==> config.mk <==
export PLATFORM = sky130hd
export DESIGN_NAME = port_pin_drive_pull_config
export DESIGN_NICKNAME = d
export VERILOG_FILES = /design/src/pin_cfg_pkg.sv /design/src/pin_input_sample.sv /design/src/pin_drive_cell.sv /design/src/port_pin_drive_pull_config.sv
export VERILOG_INCLUDE_DIRS = /design/src
export SDC_FILE = /design/constraint.sdc
export NUM_CORES = 1
export LEC_CHECK = 0
export BUFFER_PORTS_ARGS = -buffer_cell sky130_fd_sc_hd__buf_2
export CORE_MARGIN = 2
export CORE_UTILIZATION = 50
export DETAILED_ROUTE_END_ITERATION = 7
export GPL_TIMING_DRIVEN = 0
export PLACE_DENSITY = 0.8
export SETUP_SLACK_MARGIN = 0.02
export SKIP_LAST_GASP = 1
export SYNTH_ARGS = -nofsm -noshare
export SYNTH_HDL_FRONTEND = slang
export SYNTH_SLANG_ARGS = --single-unit
==> constraint.sdc <==
create_clock -name ref_clk -period 3.2 [get_ports ref_clk]
set_input_delay 0.96 -clock ref_clk [delete_from_list [all_inputs] [get_ports ref_clk]]
set_output_delay 0.96 -clock ref_clk [all_outputs]
set_load 0.02 [all_outputs]
==> src/pin_cfg_map.svh <==
// Offsets, field positions, reset values and direction encoding of the port block.
// Assumes a 32-bit APB where register index n sits at byte address 4*n.
`ifndef PIN_CFG_MAP_SVH
`define PIN_CFG_MAP_SVH

// Register indices; byte address is four times the index
`define PCFG_IDX_DATA 30'h0000F220
`define PCFG_IDX_DIR 30'h0000F221
`define PCFG_IDX_CODE_LO 30'h0000F222
`define PCFG_IDX_CODE_HI 30'h0000F223

// Byte lanes
`define PCFG_LANE_LO 0
`define PCFG_LANE_HI 1

// Reset values
`define PCFG_RST_DATA 8'h00
`define PCFG_RST_DIR 8'h00
`define PCFG_RST_CODE 8'h00

// Direction encoding
`define PCFG_DIR_OUT 1'h0
`define PCFG_DIR_IN 1'h1

`define PCFG_PINS 8
`define PCFG_RD_ZERO 32'h00000000

`endif

==> src/pin_cfg_pkg.sv <==
// Types shared by the port configuration block.
// Assumes the constants of pin_cfg_map.svh.
package pin_cfg_pkg;

  typedef enum logic [1:0] {
    DRV_HIZ,
    DRV_PCH_OD,
    DRV_NCH_OD,
    DRV_CMOS
  } drive_mode_t;

  typedef enum logic [1:0] {
    TERM_HIZ,
    TERM_PULL_DOWN,
    TERM_PULL_UP
  } term_mode_t;

endpackage : pin_cfg_pkg

==> src/pin_input_sample.sv <==
// Registers the eight port pin levels for reads of the data register.
// Assumes pin levels are already synchronous to ref_clk.
`timescale 1ns/100ps
`include "pin_cfg_map.svh"

module pin_input_sample (
  input wire logic ref_clk,
  input wire logic nrst,
  input wire logic [7:0] pad_in,
  output logic [7:0] level_r
);

  logic [7:0] level_nxt;

  always_comb begin
    level_nxt = pad_in;
  end

  always_ff @(posedge ref_clk or negedge nrst) begin
    if (!nrst) begin
      level_r <= `PCFG_RST_DATA;
    end else begin
      level_r <= level_nxt;
    end
  end
endmodule : pin_input_sample

==> src/pin_drive_cell.sv <==
// Driver and termination decode for one port pin, registered.
// Assumes direction, data and code bits come from the register file.
`timescale 1ns/100ps
`include "pin_cfg_map.svh"

module pin_drive_cell (
  input wire logic ref_clk,
  input wire logic nrst,
  input wire logic dir,
  input wire logic data,
  input wire logic code_lo,
  input wire logic code_hi,
  output logic pad_out_r,
  output logic pad_oe_r,
  output logic pull_up_r,
  output logic pull_down_r
);

  pin_cfg_pkg::drive_mode_t drv;
  pin_cfg_pkg::term_mode_t term;
  logic pad_out_nxt;
  logic pad_oe_nxt;
  logic pull_up_nxt;
  logic pull_down_nxt;

  ////////////////////////////////////////////////////////////////////////////
  always_comb begin
    drv = pin_cfg_pkg::DRV_HIZ;
    term = pin_cfg_pkg::TERM_HIZ;
    pad_out_nxt = 1'h0;
    pad_oe_nxt = 1'h0;
    if (dir == `PCFG_DIR_OUT) begin
      case ({code_hi, code_lo})
        2'h1: drv = pin_cfg_pkg::DRV_PCH_OD;
        2'h2: drv = pin_cfg_pkg::DRV_NCH_OD;
        2'h3: drv = pin_cfg_pkg::DRV_CMOS;
        default: drv = pin_cfg_pkg::DRV_HIZ;
      endcase
    end else begin
      case ({code_hi, code_lo})
        2'h1: term = pin_cfg_pkg::TERM_PULL_DOWN;
        2'h2: term = pin_cfg_pkg::TERM_PULL_UP;
        default: term = pin_cfg_pkg::TERM_HIZ;
      endcase
    end
    case (drv)
      pin_cfg_pkg::DRV_PCH_OD: begin
        pad_out_nxt = 1'h1;
        pad_oe_nxt = data;
      end
      pin_cfg_pkg::DRV_NCH_OD: begin
        pad_out_nxt = 1'h0;
        pad_oe_nxt = ~data;
      end
      pin_cfg_pkg::DRV_CMOS: begin
        pad_out_nxt = data;
        pad_oe_nxt = 1'h1;
      end
      default: begin
        pad_out_nxt = 1'h0;
        pad_oe_nxt = 1'h0;
      end
    endcase
    pull_up_nxt = (term == pin_cfg_pkg::TERM_PULL_UP);
    pull_down_nxt = (term == pin_cfg_pkg::TERM_PULL_DOWN);
  end

  // Reset leaves the pin floating, no pulls
  always_ff @(posedge ref_clk or negedge nrst) begin
    if (!nrst) begin
      pad_out_r <= 1'h0;
      pad_oe_r <= 1'h0;
      pull_up_r <= 1'h0;
      pull_down_r <= 1'h0;
    end else begin
      pad_out_r <= pad_out_nxt;
      pad_oe_r <= pad_oe_nxt;
      pull_up_r <= pull_up_nxt;
      pull_down_r <= pull_down_nxt;
    end
  end
endmodule : pin_drive_cell

==> src/port_pin_drive_pull_config.sv <==
// Functional notes
// - Two 8-bit code registers; bit n of each forms pin n code.
// - Pin direction bit chooses driver reading or termination reading.
// - Output codes: 00 hi-z, 01 p-open drain, 10 n-open drain, 11 CMOS.
// - Input codes: 00 hi-z, 01 pull-down, 10 pull-up, 11 hi-z.
// - Both code registers read and write fully, reset to zero.
// - Byte access to either register; 16-bit access at the low one.
// - Direction 0 is output and the reset state; 1 is input.
// - Output drives the data bit; input reads return pin level.
// - After reset every pin is output with hi-z driver.
//
// Top of the 8-pin port: APB slave, data, direction and code registers.
// Assumes APB4 on ref_clk and pin levels synchronous to ref_clk.
`timescale 1ns/100ps
`include "pin_cfg_map.svh"

module port_pin_drive_pull_config (
  input wire logic ref_clk,
  input wire logic nrst,
  input wire logic psel,
  input wire logic penable,
  input wire logic pwrite,
  input wire logic [31:0] paddr,
  input wire logic [31:0] pwdata,
  input wire logic [3:0] pstrb,
  output logic [31:0] prdata,
  output logic pready,
  output logic pslverr,
  input wire logic [7:0] pad_in,
  output logic [7:0] pad_out,
  output logic [7:0] pad_oe,
  output logic [7:0] pull_up_en,
  output logic [7:0] pull_down_en
);

  ////////////////////////////////////////////////////////////////////////////
  // Address decode shared by read and write paths
  function automatic logic hit(input logic [31:0] addr,
                               input logic [29:0] idx);
    hit = (addr[31:2] == idx) && (addr[1:0] == 2'h0);
  endfunction : hit

  function automatic logic mapped(input logic [31:0] addr);
    mapped = hit(addr, `PCFG_IDX_DATA) || hit(addr, `PCFG_IDX_DIR) ||
             hit(addr, `PCFG_IDX_CODE_LO) || hit(addr, `PCFG_IDX_CODE_HI);
  endfunction : mapped

  logic [7:0] pin_data_register_r;
  logic [7:0] pin_data_register_nxt;
  logic [7:0] pin_direction_register_r;
  logic [7:0] pin_direction_register_nxt;
  logic [7:0] pin_config_low_bits_r;
  logic [7:0] pin_config_low_bits_nxt;
  logic [7:0] pin_config_high_bits_r;
  logic [7:0] pin_config_high_bits_nxt;
  logic [31:0] prdata_r;
  logic [31:0] prdata_nxt;
  logic pready_r;
  logic pready_nxt;
  logic pslverr_r;
  logic pslverr_nxt;
  logic [7:0] level_r;
  logic setup;
  logic wr_take;
  logic [7:0] data_view;

  assign prdata = prdata_r;
  assign pready = pready_r;
  assign pslverr = pslverr_r;

  ////////////////////////////////////////////////////////////////////////////
  // Bus handshake: answer registered in setup, so every access waits
  // exactly one cycle; costs a cycle but keeps all outputs on flops.
  always_comb begin
    setup = psel && !penable;
    wr_take = psel && penable && pready_r && pwrite && !pslverr_r;
    pready_nxt = setup;
    pslverr_nxt = setup && !mapped(paddr);
  end

  // In input mode the data register reads the pin, else the stored bit
  always_comb begin
    for (int i = 0; i < `PCFG_PINS; i++) begin
      data_view[i] = pin_direction_register_r[i] ? level_r[i]
                                                 : pin_data_register_r[i];
    end
  end

  always_comb begin
    prdata_nxt = prdata_r;
    if (setup) begin
      prdata_nxt = `PCFG_RD_ZERO;
      if (!pwrite) begin
        if (hit(paddr, `PCFG_IDX_DATA)) begin
          prdata_nxt[7:0] = data_view;
        end else if (hit(paddr, `PCFG_IDX_DIR)) begin
          prdata_nxt[7:0] = pin_direction_register_r;
        end else if (hit(paddr, `PCFG_IDX_CODE_LO)) begin
          prdata_nxt[15:0] = {pin_config_high_bits_r,
                              pin_config_low_bits_r};
        end else if (hit(paddr, `PCFG_IDX_CODE_HI)) begin
          prdata_nxt[7:0] = pin_config_high_bits_r;
        end
      end
    end
  end

  always_ff @(posedge ref_clk or negedge nrst) begin
    if (!nrst) begin
      prdata_r <= `PCFG_RD_ZERO;
      pready_r <= 1'h0;
      pslverr_r <= 1'h0;
    end else begin
      prdata_r <= prdata_nxt;
      pready_r <= pready_nxt;
      pslverr_r <= pslverr_nxt;
    end
  end

  ////////////////////////////////////////////////////////////////////////////
  // Register file; a word write at the low code register also
  // reaches the high one through byte lane 1.
  always_comb begin
    pin_data_register_nxt = pin_data_register_r;
    pin_direction_register_nxt = pin_direction_register_r;
    pin_config_low_bits_nxt = pin_config_low_bits_r;
    pin_config_high_bits_nxt = pin_config_high_bits_r;
    if (wr_take && pstrb[`PCFG_LANE_LO]) begin
      if (hit(paddr, `PCFG_IDX_DATA)) begin
        pin_data_register_nxt = pwdata[7:0];
      end
      if (hit(paddr, `PCFG_IDX_DIR)) begin
        pin_direction_register_nxt = pwdata[7:0];
      end
      if (hit(paddr, `PCFG_IDX_CODE_LO)) begin
        pin_config_low_bits_nxt = pwdata[7:0];
      end
      if (hit(paddr, `PCFG_IDX_CODE_HI)) begin
        pin_config_high_bits_nxt = pwdata[7:0];
      end
    end
    if (wr_take && pstrb[`PCFG_LANE_HI] &&
        hit(paddr, `PCFG_IDX_CODE_LO)) begin
      pin_config_high_bits_nxt = pwdata[15:8];
    end
  end

  always_ff @(posedge ref_clk or negedge nrst) begin
    if (!nrst) begin
      pin_data_register_r <= `PCFG_RST_DATA;
      pin_direction_register_r <= `PCFG_RST_DIR;
      pin_config_low_bits_r <= `PCFG_RST_CODE;
      pin_config_high_bits_r <= `PCFG_RST_CODE;
    end else begin
      pin_data_register_r <= pin_data_register_nxt;
      pin_direction_register_r <= pin_direction_register_nxt;
      pin_config_low_bits_r <= pin_config_low_bits_nxt;
      pin_config_high_bits_r <= pin_config_high_bits_nxt;
    end
  end

  ////////////////////////////////////////////////////////////////////////////
  // Pin side; changes show at the pads one edge after the write edge
  pin_input_sample u_sample (
    .ref_clk(ref_clk),
    .nrst(nrst),
    .pad_in(pad_in),
    .level_r(level_r)
  );

  for (genvar n = 0; n < `PCFG_PINS; n++) begin : g_pin
    pin_drive_cell u_cell (
      .ref_clk(ref_clk),
      .nrst(nrst),
      .dir(pin_direction_register_r[n]),
      .data(pin_data_register_r[n]),
      .code_lo(pin_config_low_bits_r[n]),
      .code_hi(pin_config_high_bits_r[n]),
      .pad_out_r(pad_out[n]),
      .pad_oe_r(pad_oe[n]),
      .pull_up_r(pull_up_en[n]),
      .pull_down_r(pull_down_en[n])
    );
  end
endmodule : port_pin_drive_pull_config

# Word-level counts from Yosys, hierarchy flattened

Cells that the tools add are included.

Logic and storage cells: 209
Output and inout port bits: 66
Input port bits: 81
Register bits: 90

Bitwise gates (word level): 8
Equal/unequal tests: 68
Muxes and demuxes: 67
Reductions and logical operators: 26

Operators by type and width:

| operator                                               | count |
|---|---|
| equality test 30 x 16 -> 1 bit (second input constant) | 4 |
| equality test 2 bit (second input constant)            | 40 |
| 2-to-1 mux 8 bit                                       | 10 |
| equality test 2 x 1 -> 1 bit (second input constant)   | 24 |
| case mux 2 bit (3 select lines)                        | 8 |
| 2-to-1 mux 2 bit                                       | 16 |
| case mux 2 bit (2 select lines)                        | 8 |
| case mux 1 bit (3 select lines)                        | 8 |
| 2-to-1 mux 16 bit                                      | 1 |
| case mux 1 bit (2 select lines)                        | 8 |
| logical AND 1 bit                                      | 13 |
| 2-to-1 mux 1 bit                                       | 8 |
| NOT 1 bit                                              | 8 |
| AND reduction 2 bit                                    | 4 |
| nonzero test 2 bit                                     | 2 |
| logical NOT 1 bit                                      | 3 |
| logical OR 1 bit                                       | 3 |
| logical NOT 2 bit                                      | 1 |

# Depth between registers and ports, before layout

Word-level depth: 8
Mapped depth: 7
Mapped depth without buffers: 5

# Hierarchy

Synthesis repeated with hierarchy kept, for this count alone.

Cell total of the unflattened synthesis: 300
Area, all modules: 3,931.3 um^2

Modules (own cells, without submodules):

| module                     | seq. area each (um^2) | times used | area each (um^2) | cells each |
|---|---|---|---|---|
| port_pin_drive_pull_config | 1,251.2               | 1          | 2,529.9          | 204 |
| pin_drive_cell             | 100.1                 | 8          | 150.1            | 11 |
| pin_input_sample           | 200.2                 | 1          | 200.2            | 8 |

# Worst setup path after synthesis

Ideal clock, no wire load.

Path kind: in2reg
Start point: input paddr[20]
End point: register prdata_r[10] (netlist: prdata[10])
Library setup time: 0.066 ns
Data required time: 3.134 ns
Arrival: 2.254 ns
Stages: 6
Buffers on the path: 1
Slack: 0.881 ns
Cell sequence: nor4_2 -> nand4_2 -> nor4_4 -> and2_1 -> buf_6 -> a22o_1

Longest elaborated chain between the ends: 6
Elaborated cells between the ends (all ways): 10
Classes of those cells: eq/ne (3); mux (4); reduce/logical (3)

RTL lines:

| what                           | line                              | source |
|---|---|---|
| start: declaration             | port_pin_drive_pull_config.sv:23  | `input wire logic [31:0] paddr,` |
| equality test 30 x 16 -> 1 bit | port_pin_drive_pull_config.sv:40  | `hit = (addr[31:2] == idx) && (addr[1:0] == 2'h0);` |
| logical AND 1 bit              | port_pin_drive_pull_config.sv:40  |  |
| 2-to-1 mux 8 bit               | port_pin_drive_pull_config.sv:98  | `` end else if (hit(paddr, `PCFG_IDX_CODE_LO)) begin `` |
| 2-to-1 mux 8 bit               | port_pin_drive_pull_config.sv:96  | `` end else if (hit(paddr, `PCFG_IDX_DIR)) begin `` |
| 2-to-1 mux 8 bit *             | port_pin_drive_pull_config.sv:94  | `` if (hit(paddr, `PCFG_IDX_DATA)) begin `` |
| 2-to-1 mux 16 bit *            | port_pin_drive_pull_config.sv:93  | `if (!pwrite) begin` |
| end signal: assignment         | port_pin_drive_pull_config.sv:110 | `` prdata_r <= `PCFG_RD_ZERO; `` |
| end signal: assignment         | port_pin_drive_pull_config.sv:114 | `prdata_r <= prdata_nxt;` |
| end: declaration               | port_pin_drive_pull_config.sv:56  | `logic [31:0] prdata_r;` |

Every way passes the cells marked *; elsewhere a longest branch is shown, timed or not.
A chain may end at the register's enable or synchronous reset.

# Worst setup path in the final report

Start point: input paddr[10]
End point: register pin_config_high_bits_r[7]

Longest elaborated chain between the ends: 5
Elaborated cells between the ends (all ways): 9
Classes of those cells: eq/ne (2); mux (1); reduce/logical (6)

RTL lines:

| what                           | line                              | source |
|---|---|---|
| equality test 30 x 16 -> 1 bit | port_pin_drive_pull_config.sv:40  |  |
| logical AND 1 bit              | port_pin_drive_pull_config.sv:40  |  |
| logical AND 1 bit              | port_pin_drive_pull_config.sv:142 | `` if (wr_take && pstrb[`PCFG_LANE_HI] && `` |
| nonzero test 2 bit (no line)   | -                                 |  |
| AND reduction 2 bit (no line)  | -                                 |  |
| end signal: assignment         | port_pin_drive_pull_config.sv:153 | `` pin_config_high_bits_r <= `PCFG_RST_CODE; `` |
| end signal: assignment         | port_pin_drive_pull_config.sv:158 | `pin_config_high_bits_r <= pin_config_high_bits_nxt;` |
| end: declaration               | port_pin_drive_pull_config.sv:54  | `logic [7:0] pin_config_high_bits_r;` |

Parallel ways exist; a longest one is shown, timed or not.

==> results.cfg <==
[synthesis]
synth-simple-area-share_pct = 15.5
yosysSeqAreaShare_pct = 55.4
netlist_instances = 333
syn_area_per_cell_um2 = 12.2
synthTopCellsByArea = dfrtp_1, buf_4, mux2_2
synth_most_common_cell = dfrtp_1
async_flop_share_pct = 100
ys_seq_elements = 90
synth_edf_count = 0
synth_common_cells = dfrtp_1, buf_4, nor2_1, mux2_2
yosysTopAreaCell = dfrtp_1
netlist.area_leader.share_pct = 55.4
synth_cell_type_count = 30
synth_top_flop_cell = dfrtp_1
ys_warn_count = 0
synthAdderAreaFrac_pct = 0
synth.area.mux_share_pct = 8.86
syn_area_um2 = 4070
synth_compound_area_share_pct = 10.1
synth_xor_area_share_pct = 0
synth_top_family_by_area = simple AND/OR/NAND/NOR gates

[critical_path]
start_kind = input pin
max_stage_delay_ns = 0.55
cp-end-kind = flop
path_buf_inv = 1
critPathKind = in -> reg
cp_data_required_time_ns = 3.44
cp_slowest_cell = nand4bb_1
crit_fanout = 8
crit_family = simple AND/OR/NAND/NOR gates
path_cells = buf_2 -> nor4_2 -> nand4_2 -> nand4bb_1 -> and2_1 -> a221o_1
cp.arrival_ns = 2.74

[placement]
placedCellCount = 563
postPlaceCellArea_um2 = 4840
port_buffers = 112
dpl.hpwl_mm = 6.34
globalplace.congestion = 0.788

[die]
core_um2 = 7810
fp-row-count = 32
die_area_um2 = 8880
die_y_um = 94.2
io_pins = 147
die_w_um = 94.2
start_util_pct = 52.1

[job]
cap_viol_max_count = 0

[route]
dr.pass1.iters = 4
wl_mm = 8.99
drc = 0
vias = 2976
vias_per_cell = 5.14
drt-wirelength-per-cell_um = 15.5
drt_iter0_drc = 141
antenna_left = 0

[timing]
slew_viol_final = 0
clock_skew_ns = 0.00620
min_period_over_period_pct = 78.1
fin_crit_ns = 2.50
setup_viol = 0
rsz0062_at_grt = false
max_freq_mhz = 400
hold_viol_final = 0
fin_tns_setup_ns = 0
max-slew-margin-rel_pct = 50.8
tightest_slew_ns = 0.732

[power_and_ir_drop]
intPower_mw = 1.56
seqPwrFrac_pct = 55.8
pwr-share-comb_pct = 7.1
swShare_pct = 24.0
clkPwrFrac_pct = 37.1
powerDensity_nw_per_um2 = 408
p_leak_nw = 2.85
switchingPower_mw = 0.492
ir_worst_vdd_mv = 0.231

[worst_hold_path]
hp-class = reg -> reg

[cells_and_area]
syn_to_final_growth_pct = 23.6
antennaDiodeCount = 0
final_area_um2 = 5030
final_cells = 579
final_nets = 553
drive_above_1_share_pct = 45.7

[clocking]
clkTransAtPathRegs_ns = 0.08
cts_tree = done
numCtsBuffers = 9
clock_latency_ns = 0.35
clockRootBuffer = clkbuf_8
clk_path_buf_depth = 2
cts-hold-fix-buffers = 0
cts.sinks = 90
cts_setup_buffers = 0
post_cts_resized = 0
htreeDepth = 3

[global_route]
grt_pass1_vias = 2851
antenna_found_initial = 0
grt_overflow = 0
grt_max_degree = 47
grt_pass1_wl_mm = 13.9
grt_util_all_layers_pct = 21.0

[status]
status = finished clean
[layout make-up]
type / count / area, um^2
tap: 102 / 128
buffer: 58 / 409
inverter: 1 / 3.75
clock inverter: 7 / 68.8
sequential: 90 / 2250
clock buffer: 9 / 124
fill: 631 / 2780
timing repair buffer: 113 / 583
multi-input combinational: 199 / 1460
[per-layer routing]
| layer | vias up | GRT usage (%) | share of wire [%] |
|---|---|---|---|
| met1 | 1435 | 28.3 | 42 |
| li1 | 1389 | - | - |
| met2 | 138 | 33.8 | 47 |
| met3 | 14 | 3.85 | 8.4 |
| met4 | 0 | 8.33 | 1.7 |
| met5 | - | 0 | 0 |
[cell usage in the layout (no fill, tap or decap)]
cell type	instances
nor4_2	5
and3b_1	8
nor2b_1	11
a211oi_1	6
buf_2	114
clkbuf_1	6
buf_6	1
conb_1	16
bufinv_16	1
and2_1	10
buf_12	1
inv_6	1
clkbuf_8	9
nor4_4	1
buf_4	49
nor2_4	1
mux2i_1	9
nand2b_1	3
nor2_1	28
nand4bb_1	1
mux2_2	24
inv_1	1
a21oi_1	16
nand4_2	5
a221o_1	8
and4_1	3
a22o_1	16
and4bb_2	1
o21a_1	6
clkinvlp_4	2
nand4_1	1
clkinv_2	3
o21ai_0	4
nand2_1	8
nor3b_1	8
dfrtp_1	90
[registers in the layout, indices dropped and copies added (netlist names)]
name	cells
g_pin.u_cell.pad_oe_r	8
pready	1
pin_config_low_bits_r	8
pin_data_register_r	8
prdata	16
pin_direction_register_r	8
g_pin.u_cell.pull_up_r	8
u_sample.level_r	8
g_pin.u_cell.pull_down_r	8
pslverr	1
pin_config_high_bits_r	8
g_pin.u_cell.pad_out_r	8
[logic make-up after synthesis]
group                  count (synthesis)
AOI/OAI and AO/OA                     56
buffers and inverters                 59
DFF                                   90
muxes                                 33
other                                  1
and+or+nand+nor                       94
[power by group through the flow]
stage	Sequential, mW	Combinational (mW)	Clock [mW]
3_5_place_dp	1.17	0.146	0
2_1_floorplan	1.17	0.0606	0
4_1_cts	1.14	0.146	0.777
6_report	1.14	0.145	0.761
5_1_grt	1.15	0.161	0.822
3_3_place_gp	1.17	0.140	0
[through the flow]
stage	util [%]	worst slack, ns	power (mW)	hold slack [ns]
after floorplan	-	0.881	1.23	0.460
after global placement	61.7	0.385	1.31	0.487
after detailed placement	61.9	0.336	1.31	0.488
after CTS	64.4	0.712	2.07	0.510
after global routing	64.4	0.605	2.13	0.542
final	64.4	0.700	2.05	0.508
[path summary, 6_finish.rpt]
kind	startpoint	to	slack (ns)	depth (start not counted)
setup / recovery	paddr[10]	pin_config_high_bits_r[7]	0.70	6
hold reg to reg	prdata[10]	prdata[10]	0.51	1
setup reg to reg	pready	pin_config_high_bits_r[7]	1.16	5
min in group asynchronous	nrst	pin_data_register_r[6]	0.60	1
max in group asynchronous	nrst	g_pin[2].u_cell.pad_out_r	1.97	2
hold / removal	prdata[10]	prdata[10]	0.51	1
Power figures use the tool's default switching activity.
